===== src/loop_bypass_consts.vh =====
// Constants for the loop path switch card mode control.
// Assumes a 40 MHz clock and a 32-bit AXI4-Lite register bus.
`ifndef LOOP_BYPASS_CONSTS_VH
`define LOOP_BYPASS_CONSTS_VH

// ****************************************
// Register byte addresses
// ****************************************
`define REG_CTRL 5'h0
`define REG_STATUS 5'h4
`define REG_IRQ_STATUS 5'h8
`define REG_IRQ_ENABLE 5'hc
`define REG_IRQ_CLEAR 5'h10

// ****************************************
// Modes
// ****************************************
`define MODE_AUTO 2'h0
`define MODE_INLINE 2'h1
`define MODE_BYPASS 2'h2
`define MODE_OPEN 2'h3

// ****************************************
// Jumper codes
// ****************************************
`define JUMPER_AUTO 2'h0
`define JUMPER_INLINE 2'h1

// ****************************************
// Path states
// ****************************************
`define PATH_BYPASS 2'h0
`define PATH_INLINE 2'h1
`define PATH_OPEN 2'h2

// ****************************************
// Interrupt bits
// ****************************************
`define IRQ_PATH_CHANGE 0
`define IRQ_POWER_LOSS 1
`define IRQ_BUTTON_RESET 2
`define IRQ_WIDTH 3

// ****************************************
// AXI responses
// ****************************************
`define RESP_OKAY 2'h0
`define RESP_SLVERR 2'h2

// ****************************************
// Timing
// ****************************************
`define CLK_HZ 40000000
`define HOLD_SECONDS 10
`define FLASH_MS 500

`endif


===== src/hold_timer.v =====
// Counts consecutive cycles that a level stands high and pulses once when the
// count is reached. Assumes the input is synchronous to clk.
`timescale 1ns/1ps
module hold_timer #(
    parameter WIDTH = 32,
    parameter [WIDTH-1:0] COUNT = 32'd400000000
) (
    input wire aclk,
    input wire aresetn,
    input wire level,
    output reg done
);
    reg [WIDTH-1:0] count;
    reg fired;

    always @(posedge aclk) begin
        if (!aresetn) begin
            count <= {WIDTH{1'b0}};
            fired <= 1'b0;
            done <= 1'b0;
        end else begin
            done <= 1'b0;
            if (!level) begin
                count <= {WIDTH{1'b0}};
                fired <= 1'b0;
            end else if (!fired) begin
                if (count >= COUNT - 1'b1) begin
                    done <= 1'b1;
                    fired <= 1'b1;
                end else begin
                    count <= count + 1'b1;
                end
            end
        end
    end
endmodule


===== src/presence_filter.v =====
// Registers a connector presence level and flags its falling edge.
// Assumes the sense input is synchronous to clk.
`timescale 1ns/1ps
module presence_filter (
    input wire aclk,
    input wire aresetn,
    input wire sense,
    output reg present,
    output reg lost
);
    always @(posedge aclk) begin
        if (!aresetn) begin
            present <= 1'b0;
            lost <= 1'b0;
        end else begin
            present <= sense;
            lost <= present & ~sense;
        end
    end
endmodule


===== src/loop_path_switch_card.v =====
// Mode control and path switching for one loop path switch card.
// Assumes synchronous connector power senses, jumpers and buttons, and an AXI4-Lite master.
`timescale 1ns/1ps
`include "loop_bypass_consts.vh"
module loop_path_switch_card #(
    parameter HOLD_CYCLES = `CLK_HZ * `HOLD_SECONDS,
    parameter FLASH_CYCLES = (`CLK_HZ / 1000) * `FLASH_MS
) (
    input wire aclk,
    input wire aresetn,
    input wire [4:0] s_axi_awaddr,
    input wire s_axi_awvalid,
    output reg s_axi_awready,
    input wire [31:0] s_axi_wdata,
    input wire [3:0] s_axi_wstrb,
    input wire s_axi_wvalid,
    output reg s_axi_wready,
    output reg [1:0] s_axi_bresp,
    output reg s_axi_bvalid,
    input wire s_axi_bready,
    input wire [4:0] s_axi_araddr,
    input wire s_axi_arvalid,
    output reg s_axi_arready,
    output reg [31:0] s_axi_rdata,
    output reg [1:0] s_axi_rresp,
    output reg s_axi_rvalid,
    input wire s_axi_rready,
    input wire [1:0] jumpers,
    input wire port_a_powered,
    input wire port_b_powered,
    input wire [2:0] id_buttons,
    output reg internal_join,
    output reg port_a_link,
    output reg port_b_link,
    output reg mode_led_green,
    output reg link_led_a,
    output reg link_led_b,
    output reg display_flash,
    output reg irq
);
    // ****************************************
    // Presence and button timing
    // ****************************************
    localparam [31:0] HOLD_COUNT = HOLD_CYCLES;
    localparam [31:0] FLASH_COUNT = FLASH_CYCLES;
    wire present_a;
    wire present_b;
    wire lost_a;
    wire lost_b;
    wire button_reset;

    presence_filter filter_a (
        .aclk(aclk),
        .aresetn(aresetn),
        .sense(port_a_powered),
        .present(present_a),
        .lost(lost_a)
    );
    presence_filter filter_b (
        .aclk(aclk),
        .aresetn(aresetn),
        .sense(port_b_powered),
        .present(present_b),
        .lost(lost_b)
    );
    hold_timer #(.WIDTH(32), .COUNT(HOLD_COUNT)) button_timer (
        .aclk(aclk),
        .aresetn(aresetn),
        .level(&id_buttons),
        .done(button_reset)
    );

    // ****************************************
    // Mode selection
    // ****************************************
    reg [1:0] soft_mode;
    reg [1:0] path;
    reg [31:0] flash_count;
    reg [`IRQ_WIDTH-1:0] irq_status;
    reg [`IRQ_WIDTH-1:0] irq_enable;
    reg [1:0] next_path;
    wire jumper_inline = (jumpers == `JUMPER_INLINE);
    wire [1:0] mode = jumper_inline ? `MODE_INLINE : soft_mode;
    wire any_present = present_a | present_b;

    always @* begin
        case (mode)
            `MODE_INLINE: next_path = `PATH_INLINE;
            `MODE_BYPASS: next_path = `PATH_BYPASS;
            `MODE_OPEN: next_path = `PATH_OPEN;
            // Re-evaluated every cycle, power lost on both ports drops to bypass
            default: next_path = any_present ? `PATH_INLINE : `PATH_BYPASS;
        endcase
    end

    // ****************************************
    // Register bus
    // ****************************************
    reg [4:0] aw_addr;
    reg aw_held;
    reg [31:0] w_data;
    reg [3:0] w_strb;
    reg w_held;
    wire do_write = aw_held & w_held & ~s_axi_bvalid;
    wire wr_ctrl = do_write & (aw_addr == `REG_CTRL) & w_strb[0];
    wire wr_enable = do_write & (aw_addr == `REG_IRQ_ENABLE) & w_strb[0];
    wire wr_clear = do_write & (aw_addr == `REG_IRQ_CLEAR) & w_strb[0];
    wire path_change = (next_path != path);
    wire [`IRQ_WIDTH-1:0] irq_events = {button_reset, (lost_a | lost_b) & (mode == `MODE_AUTO), path_change};
    reg write_known;
    reg [31:0] read_word;
    reg read_err;

    // ****************************************
    // Address decode
    // ****************************************
    // Only the writable offsets answer OKAY
    always @* begin
        write_known = 1'b0;
        if (aw_addr == `REG_CTRL)
            write_known = 1'b1;
        else if (aw_addr == `REG_IRQ_ENABLE)
            write_known = 1'b1;
        else if (aw_addr == `REG_IRQ_CLEAR)
            write_known = 1'b1;
    end

    // Unmapped offsets read zero with a slave error
    always @* begin
        read_word = 32'h0;
        read_err = 1'b0;
        if (s_axi_araddr == `REG_CTRL)
            read_word = {30'h0, soft_mode};
        else if (s_axi_araddr == `REG_STATUS)
            read_word = {24'h0, present_b, present_a, jumper_inline, display_flash, path, mode};
        else if (s_axi_araddr == `REG_IRQ_STATUS)
            read_word = {29'h0, irq_status};
        else if (s_axi_araddr == `REG_IRQ_ENABLE)
            read_word = {29'h0, irq_enable};
        else if (s_axi_araddr == `REG_IRQ_CLEAR)
            read_word = 32'h0;
        else
            read_err = 1'b1;
    end

    always @(posedge aclk) begin
        if (!aresetn) begin
            s_axi_awready <= 1'b1;
            s_axi_wready <= 1'b1;
            s_axi_bvalid <= 1'b0;
            s_axi_bresp <= `RESP_OKAY;
            aw_held <= 1'b0;
            w_held <= 1'b0;
            aw_addr <= 5'h0;
            w_data <= 32'h0;
            w_strb <= 4'h0;
        end else begin
            if (s_axi_awvalid & s_axi_awready) begin
                aw_addr <= s_axi_awaddr;
                aw_held <= 1'b1;
                s_axi_awready <= 1'b0;
            end
            if (s_axi_wvalid & s_axi_wready) begin
                w_data <= s_axi_wdata;
                w_strb <= s_axi_wstrb;
                w_held <= 1'b1;
                s_axi_wready <= 1'b0;
            end
            if (do_write) begin
                s_axi_bvalid <= 1'b1;
                s_axi_bresp <= write_known ? `RESP_OKAY : `RESP_SLVERR;
            end
            if (s_axi_bvalid & s_axi_bready) begin
                s_axi_bvalid <= 1'b0;
                aw_held <= 1'b0;
                w_held <= 1'b0;
                s_axi_awready <= 1'b1;
                s_axi_wready <= 1'b1;
            end
        end
    end

    always @(posedge aclk) begin
        if (!aresetn) begin
            s_axi_arready <= 1'b1;
            s_axi_rvalid <= 1'b0;
            s_axi_rdata <= 32'h0;
            s_axi_rresp <= `RESP_OKAY;
        end else if (s_axi_rvalid) begin
            if (s_axi_rready) begin
                s_axi_rvalid <= 1'b0;
                s_axi_arready <= 1'b1;
            end
        end else if (s_axi_arvalid & s_axi_arready) begin
            s_axi_arready <= 1'b0;
            s_axi_rvalid <= 1'b1;
            s_axi_rdata <= read_word;
            s_axi_rresp <= read_err ? `RESP_SLVERR : `RESP_OKAY;
        end
    end

    // ****************************************
    // Mode state, paths and lights
    // ****************************************
    reg next_internal_join;
    reg next_port_link;
    reg next_mode_led;
    reg next_link_led_a;
    reg next_link_led_b;

    always @* begin
        next_internal_join = 1'b0;
        next_port_link = 1'b0;
        next_mode_led = (mode == `MODE_INLINE);
        next_link_led_a = 1'b0;
        next_link_led_b = 1'b0;
        case (next_path)
            // Bypass joins both strings so all slots chain internally
            `PATH_BYPASS: next_internal_join = 1'b1;
            `PATH_INLINE: begin
                next_port_link = 1'b1;
                next_link_led_a = present_a & ~next_mode_led;
                next_link_led_b = present_b & ~next_mode_led;
            end
            // Open leaves every path inactive
            default: next_port_link = 1'b0;
        endcase
    end

    always @(posedge aclk) begin
        if (!aresetn) begin
            soft_mode <= `MODE_AUTO;
            path <= `PATH_BYPASS;
            internal_join <= 1'b0;
            port_a_link <= 1'b0;
            port_b_link <= 1'b0;
            mode_led_green <= 1'b0;
            link_led_a <= 1'b0;
            link_led_b <= 1'b0;
        end else begin
            // Per-card storage only; no sharing between cards
            if (button_reset)
                soft_mode <= `MODE_AUTO;
            else if (wr_ctrl && !jumper_inline)
                soft_mode <= w_data[1:0];
            path <= next_path;
            internal_join <= next_internal_join;
            port_a_link <= next_port_link;
            port_b_link <= next_port_link;
            mode_led_green <= next_mode_led;
            link_led_a <= next_link_led_a;
            link_led_b <= next_link_led_b;
        end
    end

    // ****************************************
    // Display flash after a button reset
    // ****************************************
    always @(posedge aclk) begin
        if (!aresetn) begin
            flash_count <= 32'h0;
            display_flash <= 1'b0;
        end else if (button_reset) begin
            display_flash <= 1'b1;
            flash_count <= FLASH_COUNT;
        end else if (flash_count != 32'h0) begin
            flash_count <= flash_count - 32'h1;
            display_flash <= (flash_count != 32'h1);
        end
    end

    // ****************************************
    // Interrupts
    // ****************************************
    wire [`IRQ_WIDTH-1:0] clear_mask = wr_clear ? w_data[`IRQ_WIDTH-1:0] : {`IRQ_WIDTH{1'b0}};
    // Set wins over a clear in the same cycle
    wire [`IRQ_WIDTH-1:0] next_irq_status = (irq_status & ~clear_mask) | irq_events;

    always @(posedge aclk) begin
        if (!aresetn) begin
            irq_status <= {`IRQ_WIDTH{1'b0}};
            irq_enable <= {`IRQ_WIDTH{1'b0}};
            irq <= 1'b0;
        end else begin
            if (wr_enable)
                irq_enable <= w_data[`IRQ_WIDTH-1:0];
            irq_status <= next_irq_status;
            irq <= |(irq_status & irq_enable);
        end
    end
endmodule


===== config.mk =====
export PLATFORM = sky130hd
export DESIGN_NAME = loop_path_switch_card
export DESIGN_NICKNAME = d
export VERILOG_FILES = /design/src/hold_timer.v /design/src/presence_filter.v /design/src/loop_path_switch_card.v
export VERILOG_INCLUDE_DIRS = /design/src
export SDC_FILE = /design/constraint.sdc
export NUM_CORES = 1
export LEC_CHECK = 0
export BUFFER_PORTS_ARGS = -buffer_cell sky130_fd_sc_hd__buf_2
export CAP_MARGIN = 15
export CORE_UTILIZATION = 55
export CTS_CLUSTER_DIAMETER = 40
export DETAILED_ROUTE_END_ITERATION = 8
export HOLD_SLACK_MARGIN = 0.1
export PLACE_DENSITY_LB_ADDON = 0.08
export REMOVE_ABC_BUFFERS = 1
export SLEW_MARGIN = 20
export SYNTH_ARGS = -nofsm -noshare
export SYNTH_HDL_FRONTEND = slang
export SYNTH_SLANG_ARGS = --single-unit

===== constraint.sdc =====
create_clock -name aclk -period 2.7 [get_ports aclk]
set_input_delay 0.135 -clock aclk [delete_from_list [all_inputs] [get_ports aclk]]
set_output_delay 0.135 -clock aclk [all_outputs]
set_load 0.005 [all_outputs]

; After elaboration in Yosys (flattened, before gate mapping)
; Index checks and enable logic that the tools add are counted.
; W data, S select, Z words.
[word_totals]
out_inout_bits = 49
regBits = 139
inputBits = 60
[op_classes]
eq_ne = 14
addsub = 2
bitwise_logic = 32
n_mux = 32
reduce_logical = 19
magnitude_cmp = 1
[op_table]
columns = op, count
row1 = $mux W25, 2
row2 = $add A32 B1 Y32 const B, 1
row3 = $ge A32 B29 Y1 const B, 1
row4 = $ne A32 B1 Y1 const B, 1
row5 = $reduce_bool A32 Y1, 1
row6 = $sub A32 B1 Y32 const B, 1
row7 = $mux W1, 21
row8 = $and A1 B1 Y1, 17
row9 = $mux W8, 2
row10 = $eq A5 B4 Y1 const B, 3
row11 = $eq A5 B5 Y1 const B, 2
row12 = $logic_not A5 Y1, 2
row13 = $mux W3, 3
row14 = $not A1 Y1, 9
row15 = $reduce_and A2 Y1, 4
row16 = $and A3 B3 Y3, 2
row17 = $eq A2 B1 Y1 const B, 3
row18 = $mux W2, 3
row19 = $pmux W2 S3, 1
row20 = $reduce_or A3 Y1, 2
row21 = $eq A5 B3 Y1 const B, 1
row22 = $eq A2 B2 Y1 const B, 2
row23 = $logic_not A2 Y1, 2
row24 = $reduce_and A4 Y1, 1
row25 = other kinds (10), 13

; Depth between registers and ports, before layout
; Gate-level depths: netlist of run 1.
[depth]
word_depth = 8
ltp_mapped = 8
mapped_depth_nobuf = 7

; By module
; From an unflattened synthesis of run 1, not the netlist that was laid out.
[hier_totals]
cells_unflattened = 619
hier_area_um2 = 5395.2
[by_module_without_submodules]
columns = mod, seq_area_each_um2, instances, area_each_um2, cells_each
row1 = loop_path_switch_card, 1501.4, 1, 3597.2, 413
row2 = hold_timer, 680.7, 1, 1685.4, 198
row3 = presence_filter, 40.0, 2, 56.3, 4

; Worst setup path after synthesis of run 1
; OpenSTA, ideal clock, no wires.
[synth_path]
kind = register to register
start = register flash_count[16]
end = register flash_count[23]
arrival_time_ns = 2.057
synth_period_minus_slack_ns = 2.189
slack_ns = 0.511
path_buffers = 0
required_ns = 2.568
stages_incl_launch_ff = 6
setup_ns = 0.132
path_cell_list = dfxtp_1 or4_4 or3_1 or4_1 o41ai_2 a21oi_1
[synth_between]
elab_chain_cells = 1
elab_cells_between_ends = 2
cone_classes = add/sub (1) / reduce/logical (1)
[synth_rtl]
columns = item, line
row1 = from (decl), loop_path_switch_card.v:78  ; reg [31:0] flash_count;
row2 = from (signal assigned), loop_path_switch_card.v:267  ; flash_count <= flash_count - 32'h1;
row3 = $sub A32 B1 Y32 or $reduce_bool A32 Y1 (tied branches), "loop_path_switch_card.v:267, loop_path_switch_card.v:266"
; Several ways; a longest one is shown, not always the timed one.
; A chain may end at the register's enable or synchronous reset.

; Worst setup path in the final report of run 1
[layout_path]
start = register flash_count[8]
end = register flash_count[21]
[layout_between]
elab_chain_cells = 3
elab_cells_between_ends = 5
cone_classes = add/sub (1) / mux (2) / reduce/logical (2)
[layout_rtl]
columns = item, line
row1 = $sub A32 B1 Y32, loop_path_switch_card.v:267
row2 = $mux W25, loop_path_switch_card.v:266  ; end else if (flash_count != 32'h0) begin
row3 = $mux W25, loop_path_switch_card.v:263  ; end else if (button_reset) begin
; Several ways; a longest one is shown, not always the timed one. The select of a mux whose other input is x is not followed.

==> metrics.md, run 1 <==
| Metric | Value |
|---|---|
| VDD IR max | `889 µV` |
| WHS Endpoint | `button_timer.count[25]` |
| # IOs | `109` |
| Critical Path Start | `flash_count[8]` |
| Worst reg-to-reg setup slack | `0.32 ns` |
| Die ar. | `0.0101 mm²` |
| Worst r2r src | `flash_count[8]` |
| Final Skew | `0.0111 ns` |
| Hold depth | `4` |
| Avg Vias per Cell | `5.77` |
| Post-route ant nets | `0` |
| Area Growth Syn to Fin | `24.6%` |
| CP arrival | `2.82 ns` |
| Main synth FF type | `dfxtp_1` |
| Hold Buf Count CTS | `45` |
| CP max FO | `12` |
| Die Width | `101 µm` |
| Slew Limit Fails | `0` |
| H-tree lvl count | `4` |
| Critical Path End Type | `flop` |
| Fin area | `0.00666 mm²` |
| CP cell instances | `nor4_1, nand4_2, a311o_1, or4_1, a31oi_1` |
| Area post-placement | `0.00558 mm²` |
| Gpl congestion | `0.792` |
| Port buffer count | `50` |
| Fin util | `71.4%` |
| Slowest CP cell | `a311o_1` |
| MaxCap Viol Count | `0` |
| Skew-Pair Late Insertion Delay | `0.52 ns` |
| Critical path class | `reg2reg` |
| Via count | `4962` |
| Final setup viols | `0` |
| Worst slew margin | `55.0%` |
| Global-route wire length before repair | `21.0 mm` |
| Final Critical Period | `2.38 ns` |
| TritonCTS clock tree | `built` |
| Detailed Route WL | `13.0 mm` |
| DR iter-0 viols | `171` |
| Worst Path Required | `3.14 ns` |
| FMAX | `421 MHz` |
| Buf/Inv on CP | `0` |
| Final nets | `781` |
| Number of distinct library cells after synthesis | `63` |
| Clock Tree Buf Depth | `2` |
| Final setup TNS | `0 ns` |
| Number of diodes | `0` |
| Leak | `2.61 nW` |
| Row count | `35` |
| DRC viols | `0` |
| Final hold violation count | `0` |
| Initial antenna violation count | `0` |
| Synth top area cells | `dfxtp_1, a21oi_1, buf_4, or4_1, nand2_1` |
| Post-DP HPWL | `7.93 mm` |
| CP top delay family | `simple AND/OR/NAND/NOR gates` |
| Post-synth EDFFs | `0` |
| Num CTS Buffers | `17` |
| Synth Area per Inst | `8.50 µm²` |
| Hold_sp | `id_buttons[1]` |
| Vias in the first global route | `4576` |
| GRT overflow | `0` |
| Initial Utilization | `57.3%` |
| Largest net degree at the start of global routing | `22` |
| Crit path largest cell delay | `0.56 ns` |
| Tightest Hold Check Type | `in2reg` |
| Startpoint class of the critical path | `flop` |
| Synth top area share | `42.3%` |
| Drt pass-1 iters | `5` |
| Reg2reg end | `flash_count[21]` |
| Worst Reg-to-Reg Cells | `5` |
| Layout cells sized above 1 | `14.8%` |
| Seq cells post-synth | `113` |
| Routed length per instance | `15.1 µm` |
| Yosys warns | `0` |
| CTS Root Cell | `clkbuf_8` |
| GR Util All Layers | `26.4%` |
| Gate Count Post-Synth | `629` |
| Setup repair after global routing missed its margin | `no` |
| Worst-Margin Slew | `0.674 ns` |
| Die Y | `101 µm` |
| Outcome | `completed` |
| Post-CTS Repair Setup Buffers | `0` |
| Power Density | `1000 mW/mm²` |
| Post-synthesis sequential area ratio | `42.3%` |
| Clock Sinks | `113` |
| Clk pin slew, worst setup/hold paths | `0.06 ns` |
| Tcrit/Tclk final | `88.1%` |
| Core Area | `0.00933 mm²` |
| Post-synth top area cell | `dfxtp_1` |
| Async set-reset flop share out of synthesis | `0%` |
| Cts repair resizes | `0` |
| Mapped Area | `0.00535 mm²` |
worst min-delay path, delay by kind of cell:
kind	cells	cell delay, ns
and+or+nand+nor	2	0.28
buffers and inverters	1	0.11
AOI/OAI and AO/OA	1	0.06
sequential cells by signal, indices dropped and copies added, names as in the netlist, 2 cells and up:
register / cells
button_timer.count: 32
flash_count: 32
s_axi_rdata: 8
aw_addr: 5
irq_enable: 3
irq_status: 3
w_data: 3
path: 2
soft_mode: 2
routing by layer:
layer | global-route usage, % | part of all wire, % | wire [µm] | vias up
met2 | 48.2 | 50 | 6480 | 122
li1 | - | - | - | 2454
met1 | 29.8 | 44 | 5720 | 2364
met3 | 6.52 | 4.3 | 552 | 22
met4 | 9.03 | 1.5 | 195 | 0
met5 | 0 | 0 | 0 | -
power by group:
part	internal, mW	total (mW)	switching [mW]
Clock	1.54	2.37	0.834
Sequential	1.91	2.16	0.242
Combinational	0.859	2.17	1.31
layout make-up:
cell class | instances | area, µm²
clock buffers | 18 | 428
clock inverters | 14 | 204
fillers | 704 | 2670
inverters | 14 | 52.6
multi-input cells | 466 | 2770
flip-flops and latches | 113 | 2260
well taps | 129 | 161
repair buffers | 106 | 783
cell families after synthesis:
| family | synth area share, % |
|---|---|
| xor gates and xnor gates | 1.15 |
| and+or+nand+nor | 27.4 |
| AOI/OAI and AO/OA | 18.3 |
| buffers and inverters | 7.63 |
| muxes | 2.50 |
| DFF | 42.3 |
| other | 0.0701 |
| adders and majority gates | 0.702 |
synthesized netlist by cell type (all sizes together) (2+ instances only):
master / number
dfxtp: 113
a21oi: 64
nand2: 51
nor2: 44
buf: 40
o21ai: 28
or4: 27
or3: 25
clkbuf: 21
o31ai: 21
nand3: 20
nand4: 16
nor4: 14
inv: 13
nand2b: 12
mux2i: 10
nor3: 10
and2: 9
o211ai: 9
a31oi: 8
and3: 7
nor2b: 6
a22oi: 5
and4: 5
o41ai: 5
xor2: 4
ha: 3
mux2: 3
nand3b: 3
o21a: 3
o31a: 3
or2: 3
or4b: 3
xnor2: 3
a2111oi: 2
nor3b: 2
cells in the final DEF, fill, tap and decap left out, drive strengths merged, types with 5 or more instances in the layout:
cell / synthesis / final
nand4: 16 / 16
o41ai: 5 / 5
nor4: 14 / 14
clkinv: 1 / 5
o21ai: 28 / 28
dlygate4sd3: 0 / 45
or4: 27 / 27
a22oi: 5 / 5
o211ai: 9 / 9
nand2b: 12 / 12
and3: 7 / 7
a31oi: 8 / 8
clkbuf: 21 / 18
and4: 5 / 5
conb: 1 / 26
mux2i: 10 / 10
nand2: 51 / 51
nor2b: 6 / 6
dfxtp: 113 / 113
o31ai: 21 / 21
nor3: 10 / 10
nand3: 20 / 20
or3: 25 / 25
inv: 13 / 16
a21oi: 64 / 64
buf: 40 / 61
and2: 9 / 9
nor2: 44 / 44
worst max-delay path by stage:
| stage | to | slack, ns | depth (start not counted) |
|---|---|---|---|
| 2_1_floorplan | flash_count[11] | 0.45 | 5 |
| 3_3_place_gp | flash_count[21] | 0.43 | 5 |
| 3_5_place_dp | flash_count[25] | 0.34 | 5 |
| 4_1_cts | flash_count[25] | 0.32 | 5 |
| 5_1_grt | flash_count[21] | 0.18 | 5 |
| 6_report | flash_count[21] | 0.32 | 5 |
through the flow:
stage | hold WS, ns | std cells | power, mW | worst slack [ns]
2_1_floorplan | 0.207 | 593 | 3.67 | 0.454
3_3_place_gp | 0.307 | 783 | 4.16 | 0.432
3_5_place_dp | 0.309 | 783 | 4.26 | 0.337
4_1_cts | 0.122 | 860 | 6.70 | 0.318
5_1_grt | 0.144 | 860 | 7.06 | 0.182
6_report | 0.119 | 860 | 6.69 | 0.322
Power figures use the tool's default switching activity.
==> run 2: changes to the inputs <==
CORE_UTILIZATION = 37   (was 55)
==> metrics.md, run 2 (synthesis results as in run 1) <==
| Metric | Value |
|---|---|
| Port buffer count | `50` |
| GR Util All Layers | `17.9%` |
| DR iter-0 viols | `246` |
| Final setup TNS | `0 ns` |
| Drt pass-1 iters | `5` |
| Tightest Hold Check Type | `in2reg` |
| Setup repair after global routing missed its margin | `no` |
| Leak | `2.52 nW` |
| Met3 Use GR | `4.63%` |
| Worst Reg-to-Reg Cells | `5` |
| Layout cells sized above 1 | `15.0%` |
| H-tree lvl count | `4` |
| MaxCap Viol Count | `0` |
| Num CTS Buffers | `17` |
| GRT met2 Usage | `29.5%` |
| Die Width | `122 µm` |
| Fin cells | `899` |
| Pre-CTS WS | `0.384 ns` |
| Clock Tree Buf Depth | `2` |
| Final hold violation count | `0` |
| Fin util | `46.5%` |
| VDD IR max | `512 µV` |
| Outcome | `completed` |
| Commonest non-fill, non-tap cell in the layout | `dfxtp_1` |
| Worst reg-to-reg setup slack | `0.37 ns` |
| Via count | `4772` |
| Pwr Total | `6.34 mW` |
| CTS Root Cell | `clkbuf_16` |
| Die ar. | `0.0149 mm²` |
| Final Critical Period | `2.33 ns` |
| WHS Endpoint | `s_axi_rresp[1]` |
| Initial antenna violation count | `0` |
| Skew-Pair Late Insertion Delay | `0.41 ns` |
| Tcrit/Tclk final | `86.2%` |
| Hold_sp | `s_axi_araddr[0]` |
| Post-DP HPWL | `8.54 mm` |
| Initial Utilization | `38.2%` |
| Area of the multi-input gates | `0.00277 mm²` |
| Worst setup margin | `0.373 ns` |
| Critical Path End Type | `flop` |
| Clock Sinks | `113` |
| Sequential Area | `0.00226 mm²` |
| Vias in the first global route | `4401` |
| Final setup viols | `0` |
| Power Density | `974 mW/mm²` |
| Worst-Margin Slew | `0.685 ns` |
| Gpl congestion | `0.774` |
| Final nets | `771` |
| TritonCTS clock tree | `built` |
| FMAX | `430 MHz` |
| Most frequent cells in the layout | `dfxtp_1, a21oi_1, nand2_1` |
| Row count | `43` |
| Worst slew margin | `54.1%` |
| Grt peak-use layer | `met2` |
| Avg Vias per Cell | `5.31` |
| Core Area | `0.0140 mm²` |
| DRC viols | `0` |
| Largest net degree at the start of global routing | `40` |
| Final Skew | `0.00588 ns` |
| Hold depth | `5` |
| Detailed Route WL | `12.7 mm` |
| DP Cell Count | `839` |
| Post-CTS Repair Setup Buffers | `0` |
| Number of diodes | `0` |
| Fillers | `1372` |
| GRT overflow | `0` |
| Area Growth Syn to Fin | `21.7%` |
| Reg2reg end | `flash_count[21]` |
| Routed length per instance | `14.1 µm` |
| Worst r2r src | `flash_count[3]` |
| Global-route wire length before repair | `21.0 mm` |
| Critical path class | `reg2reg` |
| Startpoint class of the critical path | `flop` |
| Clk pin slew, worst setup/hold paths | `0.05 ns` |
| Die Y | `122 µm` |
| Worst Path Required | `3.04 ns` |
| Post-route ant nets | `0` |
| Biggest regs | `button_timer.count: 32 flops, flash_count: 32 flops, s_axi_rdata: 8 flops` |
| Slew Limit Fails | `0` |
| Met1 usage | `22.2%` |
| # IOs | `109` |
| CP max FO | `12` |
| CP arrival | `2.67 ns` |
## run 2: area by class of cell
type,count,area share (%)
multi-input cells,466,42.6
repair buffers,96,10.3
flip-flops and latches,113,34.8
clock buffers,24,7.56
inverters,14,0.808
well taps,180,3.46
clock inverters,6,0.500
## run 2: what timing repair did
item,4_1_cts,5_1_grt
resized for setup,0,0
hold buffers,30,0
setup endpoints to repair,0,0
hold endpoints to repair,24,0
## run 2: critical path, cell delays in order, from the launching register on
cell and delay (ns):
dfxtp_1 0.37, nor4_4 0.42, nand4_2 0.27, a311o_1 0.56
or4_1 0.47, a31oi_1 0.17
## run 2: routing by layer
layer	part of all wire (%)	up-vias
li1	-	2432
met1	48	2256
met2	48	66
met3	3.2	18
met4	1.3	0
met5	0	-
## run 2: power breakdown
| part | internal (mW) | total [mW] | switching (mW) |
|---|---|---|---|
| sequential | 1.92 | 2.15 | 0.237 |
| clock | 1.25 | 1.97 | 0.728 |
| combinational | 0.890 | 2.21 | 1.32 |
## run 2: worst max path at each step
stage	from	to	slack, ns	depth (start not counted)
floorplan	flash_count[24]	flash_count[11]	0.45	5
global placement	flash_count[16]	flash_count[23]	0.42	5
detailed placement	flash_count[16]	flash_count[23]	0.38	5
CTS	flash_count[16]	flash_count[23]	0.38	5
global route	flash_count[3]	flash_count[21]	0.22	5
finish	flash_count[3]	flash_count[21]	0.37	5
## run 2: per-stage QoR
stage          area, µm²  hold slack, ns
2_1_floorplan       5080           0.207
3_3_place_gp        5680           0.310
3_5_place_dp        5680           0.313
4_1_cts             6500           0.120
5_1_grt             6500           0.183
6_report            6500           0.136
